### config.mk
export PLATFORM = sky130hd
export DESIGN_NAME = tc_regen_ctrl
export DESIGN_NICKNAME = d
export VERILOG_FILES = /design/src/rtl/tc_regen_pkg.sv /design/src/rtl/tc_sync2.sv /design/src/rtl/tc_counter.sv /design/src/rtl/tc_regen_ctrl.sv
export SDC_FILE = /design/constraint.sdc
export NUM_CORES = 1
export LEC_CHECK = 0
export BUFFER_PORTS_ARGS = -buffer_cell sky130_fd_sc_hd__buf_2
export CAP_MARGIN = 30
export CORE_UTILIZATION = 40
export DETAILED_ROUTE_END_ITERATION = 8
export SLEW_MARGIN = 20
export SYNTH_ARGS = -nofsm -noshare
export SYNTH_HDL_FRONTEND = slang
export SYNTH_SLANG_ARGS = --single-unit
export TNS_END_PERCENT = 5
### constraint.sdc
create_clock -name core_clk -period 8.65 [get_ports core_clk]
set_input_delay 1.2975 -clock core_clk [delete_from_list [all_inputs] [get_ports core_clk]]
set_output_delay 1.2975 -clock core_clk [all_outputs]
set_load 0.02 [all_outputs]
### src/rtl/tc_regen_pkg.sv
// Shared constants and types for the time code generate/regenerate control
package tc_regen_pkg;
   // Register byte offsets
   localparam logic [4:0] ADDR_CTRL = 5'h00;
   localparam logic [4:0] ADDR_CMD = 5'h04;
   localparam logic [4:0] ADDR_PRESET = 5'h08;
   localparam logic [4:0] ADDR_STATUS = 5'h0c;
   localparam logic [4:0] ADDR_TC = 5'h10;
   // Command register bits (write-one pulses)
   localparam int CMD_START = 0;
   localparam int CMD_STOP = 1;
   localparam int CMD_RESUME = 2;
   localparam int CMD_RESET = 3;
   // Status register bits
   localparam int ST_GEN_MODE = 0;
   localparam int ST_GEN_RUN = 1;
   localparam int ST_LTC_ON = 2;
   localparam int ST_VITC_ON = 3;
   localparam int ST_VITC_REF = 4;
   localparam int ST_MTC_CONT = 5;
   localparam int ST_RATE_ERR = 6;
   localparam int ST_EDIT = 7;
   localparam int ST_LOCK_LSB = 8;
   // Timing
   localparam int CLK_HZ = 125_000_000;
   localparam int MTC_BURST_MS = 200;
   localparam int BLINK_MS = 250;
   localparam int NOMINAL_PCT = 100;
   localparam int LTC_TOL_PCT = 10;
   localparam int MTC_TOL_PCT = 8;
   localparam logic [4:0] HH_MAX = 5'h17;
   localparam logic [5:0] MS_MAX = 6'h3b;

   typedef enum logic [2:0] {POS_GEN, POS_LTC, POS_VITC, POS_BIPH,
      POS_AUTO} pos_ref_t;
   typedef enum logic [2:0] {CLK_INT, CLK_LTC, CLK_PILOT, CLK_BIPH, CLK_AES,
      CLK_WORD, CLK_VREF, CLK_VIN} clk_ref_t;
   typedef enum logic [2:0] {RATE_24, RATE_25, RATE_2997, RATE_2997DF,
      RATE_30, RATE_30DF} rate_t;

   typedef struct packed {
      logic [4:0] hh;
      logic [5:0] mm;
      logic [5:0] ss;
      logic [4:0] ff;
   } tc_t;

   typedef struct packed {
      logic [16:0] rsv3;
      logic vitc_ins;
      logic idle_mute;
      logic pal;
      logic rsv2;
      logic [2:0] rate;
      logic rsv1;
      logic [2:0] clk_ref;
      logic rsv0;
      logic [2:0] pos_ref;
   } ctrl_t;
   localparam logic [31:0] CTRL_RST = 32'h0000_4200;

   // Position reported by the external reader (LTC, VITC or bi-phase)
   typedef struct packed {
      logic valid;
      logic fwd;
      logic [7:0] speed_pct;
      tc_t tc;
   } ext_ref_t;

   typedef struct packed {
      logic ltc_en;
      logic vitc_en;
      logic vitc_ref_path;
      logic mtc_cont;
      logic mtc_burst;
      tc_t tc;
   } tc_out_t;
endpackage : tc_regen_pkg

### src/rtl/tc_sync2.sv
// Two-flop synchroniser for asynchronous inputs
`timescale 1ns/1ps
`default_nettype none
module tc_sync2 #(
   parameter int W = 1
) (
   input wire logic core_clk,
   input wire logic rst,
   input wire logic [W-1:0] d,
   output logic [W-1:0] q
);
   typedef struct packed {
      logic [W-1:0] s1;
      logic [W-1:0] s2;
   } sync_st_t;
   sync_st_t s_r, s_nxt;

   always_comb begin
      s_nxt = s_r;
      s_nxt.s1 = d;
      s_nxt.s2 = s_r.s1;
   end

   always_ff @(posedge core_clk or posedge rst) begin
      if (rst) begin
         s_r <= '0;
      end else begin
         s_r <= s_nxt;
      end
   end

   assign q = s_r.s2;
endmodule : tc_sync2
`default_nettype wire

### src/rtl/tc_counter.sv
// Up/down time address counter with drop-frame numbering
`timescale 1ns/1ps
`default_nettype none
module tc_counter import tc_regen_pkg::*; (
   input wire logic core_clk,
   input wire logic rst,
   input wire logic load,
   input var tc_t load_val,
   input wire logic step,
   input wire logic down,
   input wire logic drop,
   input wire logic [4:0] fr_max,
   output var tc_t tc
);
   typedef struct packed {
      tc_t tc;
   } cnt_st_t;
   cnt_st_t s_r, s_nxt;
   logic skip;

   always_comb begin
      s_nxt = s_r;
      skip = 1'b0;
      if (load) begin
         s_nxt.tc = load_val;
      end else if (step && !down) begin
         s_nxt.tc.ff = (s_r.tc.ff >= fr_max) ? 5'h00 : s_r.tc.ff + 5'h01;
         if (s_r.tc.ff >= fr_max) begin
            s_nxt.tc.ss = (s_r.tc.ss >= MS_MAX) ? 6'h00 : s_r.tc.ss + 6'h01;
            if (s_r.tc.ss >= MS_MAX) begin
               s_nxt.tc.mm = (s_r.tc.mm >= MS_MAX) ? 6'h00 :
                  s_r.tc.mm + 6'h01;
               if (s_r.tc.mm >= MS_MAX) begin
                  s_nxt.tc.hh = (s_r.tc.hh >= HH_MAX) ? 5'h00 :
                     s_r.tc.hh + 5'h01;
               end
               // Frames 0 and 1 dropped except every tenth minute
               if (drop && (s_nxt.tc.mm % 6'h0a) != 6'h00) begin
                  s_nxt.tc.ff = 5'h02;
               end
            end
         end
      end else if (step && down) begin
         skip = drop && s_r.tc.ss == 6'h00 && (s_r.tc.mm % 6'h0a) != 6'h00;
         if (s_r.tc.ff > (skip ? 5'h02 : 5'h00)) begin
            s_nxt.tc.ff = s_r.tc.ff - 5'h01;
         end else begin
            s_nxt.tc.ff = fr_max;
            s_nxt.tc.ss = (s_r.tc.ss == 6'h00) ? MS_MAX : s_r.tc.ss - 6'h01;
            if (s_r.tc.ss == 6'h00) begin
               s_nxt.tc.mm = (s_r.tc.mm == 6'h00) ? MS_MAX :
                  s_r.tc.mm - 6'h01;
               if (s_r.tc.mm == 6'h00) begin
                  s_nxt.tc.hh = (s_r.tc.hh == 5'h00) ? HH_MAX :
                     s_r.tc.hh - 5'h01;
               end
            end
         end
      end
   end

   always_ff @(posedge core_clk or posedge rst) begin
      if (rst) begin
         s_r <= '0;
      end else begin
         s_r <= s_nxt;
      end
   end

   assign tc = s_r.tc;
endmodule : tc_counter
`default_nettype wire

### src/rtl/tc_regen_ctrl.sv
// Time code generate/regenerate control with register slave and panel edit
`timescale 1ns/1ps
`default_nettype none
module tc_regen_ctrl import tc_regen_pkg::*; #(
   parameter int FRAME_CYC_24 = CLK_HZ / 24,
   parameter int FRAME_CYC_25 = CLK_HZ / 25,
   parameter int FRAME_CYC_2997 = CLK_HZ / 30000 * 1001,
   parameter int FRAME_CYC_30 = CLK_HZ / 30,
   parameter int BURST_CYC = CLK_HZ / 1000 * MTC_BURST_MS,
   parameter int BLINK_CYC = CLK_HZ / 1000 * BLINK_MS
) (
   input wire logic core_clk,
   input wire logic rst,
   input wire logic [4:0] avs_address,
   input wire logic avs_read,
   input wire logic avs_write,
   input wire logic [31:0] avs_writedata,
   input wire logic [3:0] avs_byteenable,
   output logic [31:0] avs_readdata,
   output logic avs_waitrequest,
   input var ext_ref_t ext_ref,
   input wire logic biph_frame,
   input wire logic [7:0] ref_tick,
   input wire logic btn_up_pin,
   input wire logic btn_down_pin,
   input wire logic btn_set_pin,
   input var tc_t nv_preset_in,
   output logic nv_wr,
   output var tc_t nv_preset_out,
   output logic [3:0] flash_field,
   output var tc_out_t tc_out
);
   typedef struct packed {
      ctrl_t ctrl;
      tc_t preset;
      logic ack;
      logic [31:0] rdata;
      logic run;
      logic nv_loaded;
      logic nv_wr;
      logic [22:0] div;
      logic [24:0] burst;
      logic [24:0] blink_cnt;
      logic blink;
      logic edit;
      logic [1:0] field;
      logic up_seen;
      logic dn_seen;
      logic set_prev;
      tc_out_t out;
   } st_t;
   st_t s_r, s_nxt;

   logic [2:0] btn;
   logic bus_req;
   logic [3:0] cmd;
   logic gen_mode, biph_mode, video_clk, rate_err, drop;
   logic int_tick, lock_tick, gen_step, gen_load, ext_mode;
   logic fwd_ltc, fwd_mtc, ltc_on, vitc_on, mtc_cont_on, burst_ok;
   logic [4:0] fr_max;
   logic [22:0] period;
   logic [2:0] lock_src;
   tc_t gen_tc, biph_tc, gen_load_val, sel_tc;

   function automatic logic [31:0] merge(input logic [31:0] old,
      input logic [31:0] wd, input logic [3:0] be);
      logic [31:0] r;
      r = old;
      for (int i = 0; i < 4; i++) begin
         if (be[i]) begin
            r[i*8 +: 8] = wd[i*8 +: 8];
         end
      end
      return r;
   endfunction : merge

   function automatic logic [5:0] bump(input logic [5:0] v,
      input logic [5:0] vmax, input logic up);
      logic [5:0] r;
      if (up) begin
         r = (v >= vmax) ? 6'h00 : v + 6'h01;
      end else begin
         r = (v == 6'h00) ? vmax : v - 6'h01;
      end
      return r;
   endfunction : bump

   function automatic logic in_tol(input logic [7:0] pct, input int tol);
      return (int'(pct) >= NOMINAL_PCT - tol) &&
         (int'(pct) <= NOMINAL_PCT + tol);
   endfunction : in_tol

   tc_sync2 #(.W(3)) u_btn_sync (
      .core_clk(core_clk),
      .rst(rst),
      .d({btn_set_pin, btn_down_pin, btn_up_pin}),
      .q(btn)
   );

   assign bus_req = avs_read || avs_write;
   assign avs_waitrequest = bus_req && !s_r.ack;
   assign cmd = (avs_write && !s_r.ack && avs_address == ADDR_CMD) ?
      avs_writedata[3:0] & {4{avs_byteenable[0]}} : 4'h0;

   // Mode decode
   assign gen_mode = s_r.ctrl.pos_ref == POS_GEN;
   assign biph_mode = s_r.ctrl.pos_ref == POS_BIPH;
   assign ext_mode = !gen_mode;
   assign video_clk = s_r.ctrl.clk_ref == CLK_VREF ||
      s_r.ctrl.clk_ref == CLK_VIN;
   assign drop = s_r.ctrl.rate == RATE_2997DF || s_r.ctrl.rate == RATE_30DF;

   // Video-derived rate limits apply only in generator mode
   always_comb begin
      rate_err = 1'b0;
      if (gen_mode && video_clk) begin
         if (s_r.ctrl.pal) begin
            rate_err = s_r.ctrl.rate != RATE_25;
         end else begin
            rate_err = s_r.ctrl.rate != RATE_2997 &&
               s_r.ctrl.rate != RATE_2997DF;
         end
      end
   end

   // Nominal frame period; no pull factor exists in this path
   always_comb begin
      case (s_r.ctrl.rate)
         RATE_24: begin
            period = 23'(FRAME_CYC_24 - 1);
            fr_max = 5'h17;
         end
         RATE_25: begin
            period = 23'(FRAME_CYC_25 - 1);
            fr_max = 5'h18;
         end
         RATE_2997, RATE_2997DF: begin
            period = 23'(FRAME_CYC_2997 - 1);
            fr_max = 5'h1d;
         end
         default: begin
            period = 23'(FRAME_CYC_30 - 1);
            fr_max = 5'h1d;
         end
      endcase
   end

   assign int_tick = s_r.div == 23'h0;
   // Both video inputs resolve to the reference video connector
   assign lock_src = video_clk ? 3'(CLK_VREF) : s_r.ctrl.clk_ref;
   assign lock_tick = (lock_src == 3'(CLK_INT)) ? int_tick :
      ref_tick[lock_src];

   assign gen_load = !s_r.nv_loaded || cmd[CMD_START] || cmd[CMD_RESET];
   assign gen_load_val = s_r.nv_loaded ? s_r.preset : nv_preset_in;
   assign gen_step = gen_mode && s_r.run && lock_tick && !rate_err;

   tc_counter u_gen_cnt (
      .core_clk(core_clk),
      .rst(rst),
      .load(gen_load),
      .load_val(gen_load_val),
      .step(gen_step),
      .down(1'b0),
      .drop(drop),
      .fr_max(fr_max),
      .tc(gen_tc)
   );

   // Bi-phase position sits at the preset until bi-phase is selected
   tc_counter u_biph_cnt (
      .core_clk(core_clk),
      .rst(rst),
      .load(!biph_mode),
      .load_val(s_r.preset),
      .step(biph_mode && biph_frame),
      .down(!ext_ref.fwd),
      .drop(drop),
      .fr_max(fr_max),
      .tc(biph_tc)
   );

   // Output address source and enables
   always_comb begin
      if (gen_mode) begin
         sel_tc = gen_tc;
      end else if (biph_mode) begin
         sel_tc = biph_tc;
      end else begin
         sel_tc = ext_ref.tc;
      end
   end

   assign fwd_ltc = ext_ref.fwd && in_tol(ext_ref.speed_pct, LTC_TOL_PCT);
   assign fwd_mtc = ext_ref.fwd && in_tol(ext_ref.speed_pct, MTC_TOL_PCT);
   assign ltc_on = gen_mode ? s_r.run :
      (ext_ref.valid && fwd_ltc);
   assign vitc_on = s_r.ctrl.vitc_ins && (gen_mode || (ext_ref.valid &&
      (s_r.ctrl.pos_ref == POS_LTC || biph_mode)));
   assign mtc_cont_on = gen_mode ? s_r.run :
      (ext_ref.valid && fwd_mtc);
   assign burst_ok = (!ext_mode || ext_ref.valid) && !mtc_cont_on &&
      !(s_r.ctrl.idle_mute && !ltc_on);

   always_comb begin
      s_nxt = s_r;
      s_nxt.nv_wr = 1'b0;
      s_nxt.nv_loaded = 1'b1;
      if (!s_r.nv_loaded) begin
         s_nxt.preset = nv_preset_in;
      end

      // Register slave: answer one cycle after the request
      s_nxt.ack = bus_req && !s_r.ack;
      if (bus_req && !s_r.ack) begin
         s_nxt.rdata = 32'h0;
         if (avs_read) begin
            case (avs_address)
               ADDR_CTRL: s_nxt.rdata = s_r.ctrl;
               ADDR_PRESET: s_nxt.rdata = 32'(s_r.preset);
               ADDR_STATUS: begin
                  s_nxt.rdata[ST_GEN_MODE] = gen_mode;
                  s_nxt.rdata[ST_GEN_RUN] = s_r.run;
                  s_nxt.rdata[ST_LTC_ON] = s_r.out.ltc_en;
                  s_nxt.rdata[ST_VITC_ON] = s_r.out.vitc_en;
                  s_nxt.rdata[ST_VITC_REF] = s_r.out.vitc_ref_path;
                  s_nxt.rdata[ST_MTC_CONT] = s_r.out.mtc_cont;
                  s_nxt.rdata[ST_RATE_ERR] = rate_err;
                  s_nxt.rdata[ST_EDIT] = s_r.edit;
                  s_nxt.rdata[ST_LOCK_LSB +: 3] = lock_src;
               end
               ADDR_TC: s_nxt.rdata = 32'(s_r.out.tc);
               default: s_nxt.rdata = 32'h0;
            endcase
         end else begin
            case (avs_address)
               ADDR_CTRL: begin
                  s_nxt.ctrl = merge(s_r.ctrl, avs_writedata,
                     avs_byteenable) & CTRL_RST | merge(s_r.ctrl,
                     avs_writedata, avs_byteenable) & 32'h0000_7777;
               end
               ADDR_PRESET: begin
                  s_nxt.preset = tc_t'(22'(merge(32'(s_r.preset),
                     avs_writedata, avs_byteenable)));
                  s_nxt.nv_wr = 1'b1;
               end
               default: ;
            endcase
         end
      end

      // Generator run control
      if (cmd[CMD_START] || cmd[CMD_RESUME]) begin
         s_nxt.run = 1'b1;
      end
      if (cmd[CMD_STOP] || cmd[CMD_RESET]) begin
         s_nxt.run = 1'b0;
      end

      s_nxt.div = int_tick ? period : s_r.div - 23'h1;

      // Burst MTC pacing
      s_nxt.out.mtc_burst = 1'b0;
      if (!burst_ok) begin
         s_nxt.burst = 25'h0;
      end else if (s_r.burst == 25'h0) begin
         s_nxt.out.mtc_burst = 1'b1;
         s_nxt.burst = 25'(BURST_CYC - 1);
      end else begin
         s_nxt.burst = s_r.burst - 25'h1;
      end

      s_nxt.out.ltc_en = ltc_on;
      s_nxt.out.vitc_en = vitc_on;
      s_nxt.out.vitc_ref_path = gen_mode && video_clk;
      s_nxt.out.mtc_cont = mtc_cont_on;
      s_nxt.out.tc = sel_tc;

      // Panel preset editing
      if (s_r.blink_cnt == 25'h0) begin
         s_nxt.blink_cnt = 25'(BLINK_CYC - 1);
         s_nxt.blink = !s_r.blink;
      end else begin
         s_nxt.blink_cnt = s_r.blink_cnt - 25'h1;
      end
      s_nxt.set_prev = btn[2];
      if (btn[2] && !s_r.set_prev) begin
         s_nxt.edit = !s_r.edit;
         s_nxt.field = 2'h0;
         s_nxt.nv_wr = s_nxt.nv_wr || s_r.edit;
      end else if (s_r.edit) begin
         s_nxt.up_seen = s_r.up_seen || btn[0];
         s_nxt.dn_seen = s_r.dn_seen || btn[1];
         if (!btn[0] && !btn[1] && (s_r.up_seen || s_r.dn_seen)) begin
            s_nxt.up_seen = 1'b0;
            s_nxt.dn_seen = 1'b0;
            if (s_r.up_seen && s_r.dn_seen) begin
               s_nxt.field = s_r.field + 2'h1;
            end else begin
               case (s_r.field)
                  2'h0: s_nxt.preset.hh = 5'(bump(6'(s_r.preset.hh),
                     6'(HH_MAX), s_r.up_seen));
                  2'h1: s_nxt.preset.mm = bump(s_r.preset.mm, MS_MAX,
                     s_r.up_seen);
                  2'h2: s_nxt.preset.ss = bump(s_r.preset.ss, MS_MAX,
                     s_r.up_seen);
                  default: s_nxt.preset.ff = 5'(bump(6'(s_r.preset.ff),
                     6'(fr_max), s_r.up_seen));
               endcase
            end
         end
      end
   end

   always_ff @(posedge core_clk or posedge rst) begin
      if (rst) begin
         s_r <= '0;
         s_r.ctrl <= CTRL_RST;
      end else begin
         s_r <= s_nxt;
      end
   end

   assign avs_readdata = s_r.rdata;
   assign nv_wr = s_r.nv_wr;
   assign nv_preset_out = s_r.preset;
   assign flash_field = (s_r.edit && s_r.blink) ?
      4'(4'h8 >> s_r.field) : 4'h0;
   assign tc_out = s_r.out;
endmodule : tc_regen_ctrl
`default_nettype wire

Word-level counts from Yosys, hierarchy flattened
Index checks and enable logic that the tools add are counted.

Flip-flop bits (word level): 230. Input bits: 111. Output and inout bits: 87. Word-level logic and storage cells: 313.

$add $sub $neg: 24. Divide/modulo/power cells: 3. $lt $le $gt $ge: 18. Eq/ne operators: 24. Shift operators: 1. Mux-type cells: 99. Bitwise operators: 4. Reduce and logical (&&, ||, !) cells: 94.

Operator list (count): $mux W22 (17); $mux W5 (21); $mux W6 (15); $mux W25 (3); $pmux W23 S3 (1); $mux W7 (8); $logic_not A25 Y1 (2); $sub A25 B1 Y25 const B (2); $pmux W11 S4 (1); $add A6 B1 Y6 const B (6); $ge A6 B6 Y1 const B (6); $mux W11 (3); $pmux W11 S3 (1); $mux W32 (1); $logic_and A1 B1 Y1 (31); $add A5 B1 Y5 const B (6); $logic_not A6 Y1 (4); $sub A6 B1 Y6 const B (4); $logic_not A23 Y1 (1); $mux W23 (1); $sub A23 B1 Y23 const B (1); $logic_not A5 Y1 (4); $sub A5 B1 Y5 const B (4); $mod A6 B4 Y6 const B (3); other kinds (43) (121).

Logic depth before layout (Yosys ltp)
Gate-level depths: netlist (run 1).

Word-level depth: 10. Mapped depth: 14. Mapped depth without buffers: 12.

Cells and area by module
From an unflattened synthesis (run 1), not the netlist that was laid out.

Cells, all modules: 1859. Area, all modules: 15838.9 sq um.

By module, submodules not included: tc_regen_ctrl (times used 1, cells an instance 1152, area an instance 10433.8 sq um); tc_counter at u_biph_cnt (times used 1, cells an instance 369, area an instance 2676.3 sq um); tc_counter at u_gen_cnt (times used 1, cells an instance 331, area an instance 2575.0 sq um); tc_sync2 (times used 1, cells an instance 7, area an instance 153.9 sq um).

Worst setup path after synthesis (run 1)
Ideal clock, no wire load.

Kind: register -> register. Start point: register u_biph_cnt.s_r, in the netlist u_biph_cnt.tc[14]. End point: register u_biph_cnt.s_r, in the netlist u_biph_cnt.tc[16]. Library setup time: 0.078 ns. Arrival time: 3.300 ns. Data required time: 8.572 ns. Slack: 5.273 ns. Cell stages (with the launch flop): 15. Path buffers: 2. Period minus slack after synthesis: 3.377 ns. Cells stage by stage: dfrtp_1 -> clkbuf_1 -> inv_1 -> ha_1 -> a21oi_1 -> xnor2_1 -> a311oi_1 -> ha_1 -> nor2b_1 -> o21ai_1 -> o22ai_1 -> o21ai_0 -> clkbuf_1 -> a221oi_1 -> a21oi_1.

Cells in the longest elaborated chain, start to end: 7. Elaborated cells between the ends (all ways): 20.

RTL lines: from (decl) (line tc_counter.sv:18) `cnt_st_t s_r, s_nxt;`; from (signal assigned) (line tc_counter.sv:66) `s_r <= s_nxt;`; $mod A6 B4 Y6 (tied with other cells) (line tc_counter.sv:44) `skip = drop && s_r.tc.ss == 6'h00 && (s_r.tc.mm % 6'h0a) != 6'h00;`; $reduce_bool A6 Y1 or $mux W6 (tied branches) (line tc_counter.sv:44, tc_counter.sv:51); $logic_and A1 B1 Y1 or $mux W11 (tied branches) (line tc_counter.sv:44, tc_counter.sv:50); $mux W2 or $mux W17 (tied branches) (line tc_counter.sv:45) `if (s_r.tc.ff > (skip ? 5'h02 : 5'h00)) begin`; $gt A5 B5 Y1 or $mux W22 (tied branches) (line tc_counter.sv:45, tc_counter.sv:43); $ne A3 B2 Y1 (no line) or $mux W22 (tied branches); $reduce_and A5 Y1 (no line) or $mux W22 (tied branches).

Several ways; a longest one is shown, not always the timed one. The select of a mux whose other input is x is not followed. A chain may end at the register's enable or synchronous reset.

Worst setup path in the final report (run 1)
Start point: register u_biph_cnt.s_r, in the netlist u_biph_cnt.tc[14]. End point: register u_biph_cnt.s_r, in the netlist u_biph_cnt.tc[19].

Cells in the longest elaborated chain, start to end: 7. Elaborated cells between the ends (all ways): 11.

RTL lines (line): $mod A6 B4 Y6 (tc_counter.sv:44); $reduce_bool A6 Y1 (tc_counter.sv:44); $logic_and A1 B1 Y1 (tc_counter.sv:44); $mux W2 (tc_counter.sv:45); $gt A5 B5 Y1 (tc_counter.sv:45); $ne A3 B2 Y1 (no line); $reduce_and A7 Y1 (no line) (*).

Mark *: on every way between the ends. The rest lies on a longest branch, timed or not.

==> qor.csv, run 1 <==
stage,metric,value,unit
placement,I/O Buffers,174,
grt,first-pass GRT wire length,69800,um
cells_and_area,"commonest cells after routing, fill and taps aside","dfrtp_1 (215), nand2_1 (187), buf_2 (176)",
sta,clock period minus worst slack,4110,ps
sta,Slew headroom,39.2,%
sta,FMAX,243,MHz
clock_tree,Post-CTS Setup Inserts,0,
clock_tree,CTS tree,built,
synth,Post-synth EDFFs,0,
sta,Final period util,47.5,%
placement,Final GP Congestion,0.943,
floorplan,row cnt,69,
synth,async set-or-reset flop fraction in the synthesized netlist,100,%
grt,GRT Total Usage,24.5,%
cells_and_area,"most common cell after layout, fill and taps aside",dfrtp_1,
drt,DRC viols,2,
worst_setup_path,CP startpoint kind,register,
clock_tree,Sink Count,217,
synth,synthesized instance count,1685,
placement,Area after DPL,0.0150,mm2
worst_setup_path,Crit. End Element,register,
clock_tree,Root Driver,clkbuf_16,
floorplan,die area,0.0368,mm2
worst_setup_path,Critical Path AT,4580,ps
synth,sequential fraction of the synthesis area,37.7,%
grt,initial antenna violation count,4,
clock_tree,CTS Buf Count,27,
clock_tree,post-cts sizing count,0,
sta,Setup Viol. Count Final,0,
synth,area share of the largest cell type after synthesis,37.3,%
clock_tree,worst skew pair latency,560,ps
synth,ys flop type,dfrtp_1,
placement,post-DP HPWL,33500,um
power_and_ir_drop,VDD IR max,0.151,mV
clock_tree,H-tree levels,1,
clock_tree,CTS Buffer Depth,3,
drt,wire length on met1,20800,um
drt,met2 routed WL,20700,um
cells_and_area,P&R area growth vs syn,10.7,%
hold_path,worst min path class,register to register,
sta,Post-Route Setup TNS,0,ps
outcome,status,finished with violations,
grt,vias in the first global route,12074,
cells_and_area,Final Non-Filler Cells,2214,
cells_and_area,final net count,1887,
floorplan,die span in y,192,um
grt,largest net degree at the start of global routing,108,
drt,DR pass1 iterations,7,
drt,vias per cell,5.79,
synth,"Distinct cells, synth",82,
placement,Setup WS pre-CTS,4600,ps
drt,drt total wl,45700,um
power_and_ir_drop,power per cell area,227,mW/mm2
floorplan,Top Ports,198,
sta,Final WS setup,4540,ps
synth,Seq cells post-synth,217,
sta,Clock Skew,13.2,ps
worst_setup_path,worst setup path startpoint,u_biph_cnt.tc[14]$_DFFE_PP0P_,
cells_and_area,fin area,0.0160,mm2
floorplan,Die X,192,um
drt,uppermost layer routed,met5,
synth,yosys warns,0,
synth,post-synth top area cell,dfrtp_1,
hold_path,worst hold start,u_btn_sync.s_nxt[1]$_DFF_PP0_,
drt,vias post-DR,12818,
synth,Area contributors post-synth,"dfrtp_1 (37%), nand2_1 (4.9%), buf_4 (4.2%)",
sta,Worst-Margin Slew,912,ps
sta,RSZ-0062 raised after global routing,no,
sta,Fin. Hold Viols,0,
floorplan,core area,0.0355,mm2
sta,worst hold slack,347,ps
grt,GR Overflow Total,0,
worst_setup_path,CP max FO,12,
cells_and_area,fin util,45.0,%
power_and_ir_drop,Tot Pwr,3.63,mW
power_and_ir_drop,Static Leak,6.96,nW
clock_tree,Post-CTS Hold Fix Bufs,0,
drt,Iter 0 DRT Violations,1190,
sta,max-slew violations,0,
drt,WL met3,2970,um
synth,Synth Cell Area,0.0144,mm2
worst_setup_path,CP required,9120,ps
clock_tree,clk slew on worst S/H paths,60,ps
placement,dpl cells,2158,
drt,Routed Antenna Nets,0,
drt,DR WL/cell,20.6,um
worst_setup_path,Crit Path Class,register to register,
floorplan,Starting Density,40.6,%
cells_and_area,share of cells above drive strength 1,16.6,%
outcome,violated checks,design-rule violations,
worst_setup_path,Crit Reg-Reg Startpoint,u_biph_cnt.tc[14]$_DFFE_PP0P_,
synth,Mean Syn Cell Area,8.56,um2
flow_run,maxcap violations,0,
Yosys cell counts, drive strengths merged, types with 16 or more instances:
cell type    n
or3         23
nor2       149
clkbuf      97
nand2      187
mux2        25
xor2        43
dfrtp      215
mux2i       36
o22ai       17
o211ai      17
inv         53
nor2b       17
o21ai      104
a21oi       89
ha          46
a211oi      16
and3        17
nand3       47
buf         90
nor4        22
nor3        50
xnor2       59
a31oi       45
a22oi       17
critical path: stages, from the launching register on:
cell and delay [ps]:
dfrtp_1 590, inv_1 200, ha_1 330, a21oi_1 190, xnor2_1 100, a311oi_1 370
ha_1 290, nor2b_1 130, o21ai_1 630, o22ai_1 270, o211ai_1 640, o21ai_0 190
o21ai_0 100
where the power goes:
part / total, mW / internal [mW] / switching, mW / leakage, nW
clock network: 1.18 / 0.717 / 0.464 / 0.452
logic: 1.03 / 0.423 / 0.602 / 3.89
registers: 1.42 / 1.16 / 0.256 / 2.61
routing by layer:
layer,vias to the layer above,GRT usage [%]
met5,-,0
met4,2,8.00
met3,81,3.73
met2,463,38.6
met1,6256,34.2
li1,6016,-
final timing paths:
check	slack, ps	depth (start not counted)	end
worst min-delay path	350	0	u_btn_sync.q[1]$_DFF_PP0_
worst max-delay path	4540	12	u_biph_cnt.tc[19]$_DFFE_PP0P_
worst min register to register	350	0	u_btn_sync.q[1]$_DFF_PP0_
min in group asynchronous	840	2	tc_out[22]$_DFF_PP0_
worst max register to register	4540	12	u_biph_cnt.tc[19]$_DFFE_PP0P_
max in group asynchronous	6430	3	nv_preset_out[21]$_DFF_PP0_
registers in the layout, indices dropped and copies added (netlist names), named ones only:
name	flops
nv_preset_out	22
u_btn_sync.q	3
u_biph_cnt.tc	22
avs_readdata	22
u_btn_sync.s_nxt	3
s_r	93
tc_out	27
u_gen_cnt.tc	22
nv_wr	1
logic make-up after synthesis:
kind of cell	Yosys count	synth area share (%)
muxes	61	4.45
buffers and inverters	240	8.46
and+or+nand+nor	590	19.8
other	2	0.0521
DFF	217	37.7
adders and majority gates	46	3.99
xor gates and xnor gates	102	6.19
AOI/OAI and AO/OA	427	19.4
layout make-up:
type,instances,area (um2)
clock buffer,40,785
tap,461,577
clock inverter,9,138
timing repair buffer,194,1020
multi-input combinational,1237,7800
fill,3563,19500
antenna,3,7.51
inverter,53,206
sequential,217,5430
Power figures use the tool's default switching activity.
==> inputs of run 2 (changes only) <==
Clock period 8.65 ns to 3.6 ns, I/O delays scaled along.
==> run 2 against run 1 <==
Compared with the run above:
- the run now ends clean
- maximum frequency increased by 29%
- sequential share of layout area decreased by 0.95 points
- sequential power increased by 140%
- total power increased to 2.5 times the previous value
- clock-buffer cell count decreased by 2
- first-iteration DRC count decreased by 17%
- worst setup slack got worse by 4100 ps
- utilization increased by 1.3 points
- final cell count increased by 1.8%
- hold slack got worse by 240 ps
- global-route usage increased by 0.34 points
- critical path type unchanged
- critical endpoint is now u_gen_cnt.tc[15]$_DFFE_PP0P_
- largest cell class unchanged
- highest routed layer unchanged
==> qor.csv, run 2 (same netlist as run 1, synthesis figures left out) <==
stage,metric,value,unit
outcome,status,finished clean,
drt,vias post-DR,12915,
clock_tree,Post-CTS Hold Fix Bufs,0,
floorplan,die span in y,192,um
worst_setup_path,CP startpoint kind,register,
clock_tree,H-tree levels,1,
worst_setup_path,R2R depth,6,
sta,Post-Route Setup TNS,0,ps
floorplan,row cnt,69,
clock_tree,CTS tree,built,
worst_setup_path,Crit Path Class,register to register,
flow_run,maxcap violations,0,
sta,Fin. Hold Viols,0,
worst_setup_path,Critical Path AT,3610,ps
drt,vias per cell,5.73,
drt,Routed Antenna Nets,0,
grt,initial antenna violation count,9,
sta,clock period minus worst slack,3180,ps
cells_and_area,"commonest cells after routing, fill and taps aside","dfrtp_1 (215), nand2_1 (187), buf_2 (175)",
worst_setup_path,cell family with most CP delay,simple AND/OR/NAND/NOR gates,
drt,drt total wl,46300,um
placement,dpl cells,2194,
worst_setup_path,"Critical Path, Cell by Cell",or4_1 -> nor3_1 -> a31oi_1 -> or2_1 -> o31ai_2 -> mux2_2,
sta,Slew headroom,40.9,%
hold_path,worst min path class,input pin to register,
power_and_ir_drop,VDD IR max,0.415,mV
worst_setup_path,CP required,4030,ps
power_and_ir_drop,power per cell area,558,mW/mm2
worst_setup_path,FF-to-FF End,u_gen_cnt.tc[15]$_DFFE_PP0P_,
placement,Final GP Congestion,0.951,
grt,vias in the first global route,12198,
hold_path,Worst Hold End,u_btn_sync.s_nxt[0]$_DFF_PP0_,
sta,FMAX,314,MHz
cells_and_area,share of cells above drive strength 1,18.5,%
worst_setup_path,Crit Reg-Reg Startpoint,s_r[95]$_DFF_PP0_,
clock_tree,Sink Count,217,
power_and_ir_drop,Static Leak,7.21,nW
cells_and_area,max reg flops,93,
sta,Worst-Margin Slew,887,ps
drt,DRC viols,0,
worst_setup_path,"Slowest-stage cell, CP",or4_1,
sta,RSZ-0062 raised after global routing,no,
clock_tree,clk slew on worst S/H paths,60,ps
sta,Final period util,88.4,%
floorplan,core area,0.0355,mm2
worst_setup_path,flop2flop setup slack,420,ps
drt,DR WL/cell,20.6,um
grt,GRT Total Usage,24.8,%
worst_setup_path,worst stage delay on the critical path,620,ps
hold_path,hold depth,1,
cells_and_area,"most common cell after layout, fill and taps aside",dfrtp_1,
floorplan,Starting Density,40.6,%
clock_tree,Root Driver,clkbuf_16,
grt,GR Overflow Total,0,
clock_tree,Post-CTS Setup Inserts,0,
worst_setup_path,CP max FO,6,
floorplan,die area,0.0368,mm2
sta,Clock Skew,8.48,ps
clock_tree,worst skew pair latency,550,ps
floorplan,Die X,192,um
cells_and_area,final net count,1922,
drt,DR pass1 iterations,5,
cells_and_area,P&R area growth vs syn,13.9,%
hold_path,worst hold start,btn_up_pin,
sta,Setup Viol. Count Final,0,
placement,post-DP HPWL,35000,um
worst_setup_path,WP buf/inv,0,
grt,first-pass GRT wire length,70500,um
placement,I/O Buffers,174,
drt,Iter 0 DRT Violations,993,
cells_and_area,fin util,46.3,%
clock_tree,post-cts sizing count,0,
power_and_ir_drop,Tot Pwr,9.17,mW
sta,max-slew violations,0,
cells_and_area,Final Non-Filler Cells,2253,
clock_tree,CTS Buffer Depth,3,
clock_tree,CTS Buf Count,28,
floorplan,Top Ports,198,
worst_setup_path,Crit. End Element,register,
cells_and_area,Top reg by flops,s_r,
grt,largest net degree at the start of global routing,65,
-- run 2: cell count changes in the layout (fill, tap and decap cells not counted), moves of 2 or more --
cell,change
clkbuf_1,-2
bufinv_16,+5
clkinv_4,+3
clkbuf_16,+2
buf_4,+32
buf_12,+3
diode_2,+2
clkbuf_8,-2
-- run 2: per-layer routing --
layer / vias up / global-route usage [%] / part of all wire, %
met2: 482 / 38.0 / 44
met1: 6243 / 34.6 / 45
met5: - / 0 / 0.071
met4: 4 / 9.19 / 3.4
met3: 89 / 4.68 / 7.4
li1: 6097 / - / -
-- run 2: layout make-up --
class,count,area [um2]
Clock inverter,14,282
Sequential cell,217,5430
Tap cell,461,577
Timing Repair Buffer,228,1320
Antenna cell,5,12.5
Inverter,53,203
Fill cell,3457,19100
Clock buffer,38,800
Multi-Input combinational cell,1237,7800
-- run 2: power breakdown --
part           switching, mW  total [mW]  internal [mW]
registers              0.632        3.43           2.80
logic                   1.44        2.50           1.06
clock network           1.12        3.25           2.13
total                   3.19        9.17           5.98
-- run 2: worst max path at each step --
stage | end | depth (start not counted) | from | slack [ps]
2_1_floorplan | u_biph_cnt.tc[16]$_DFFE_PP0P_ | 14 | u_biph_cnt.tc[14]$_DFFE_PP0P_ | 220
3_3_place_gp | u_gen_cnt.tc[12]$_DFFE_PP0P_ | 9 | s_r[175]$_DFFE_PP0P_ | 530
3_5_place_dp | u_gen_cnt.tc[15]$_DFFE_PP0P_ | 9 | s_r[175]$_DFFE_PP0P_ | 480
4_1_cts | u_gen_cnt.tc[15]$_DFFE_PP0P_ | 9 | s_r[175]$_DFFE_PP0P_ | 470
5_1_grt | u_gen_cnt.tc[15]$_DFFE_PP0P_ | 9 | s_r[175]$_DFFE_PP0P_ | 220
6_report | u_gen_cnt.tc[15]$_DFFE_PP0P_ | 6 | s_r[95]$_DFF_PP0_ | 420
-- run 2: per-stage QoR --
stage	hold WS (ps)	area, um2	setup slack, ps
2_1_floorplan	331	14500	223
3_3_place_gp	338	15300	534
3_5_place_dp	344	15300	482
4_1_cts	79.6	16400	473
5_1_grt	91.9	16400	220
6_report	104	16400	418
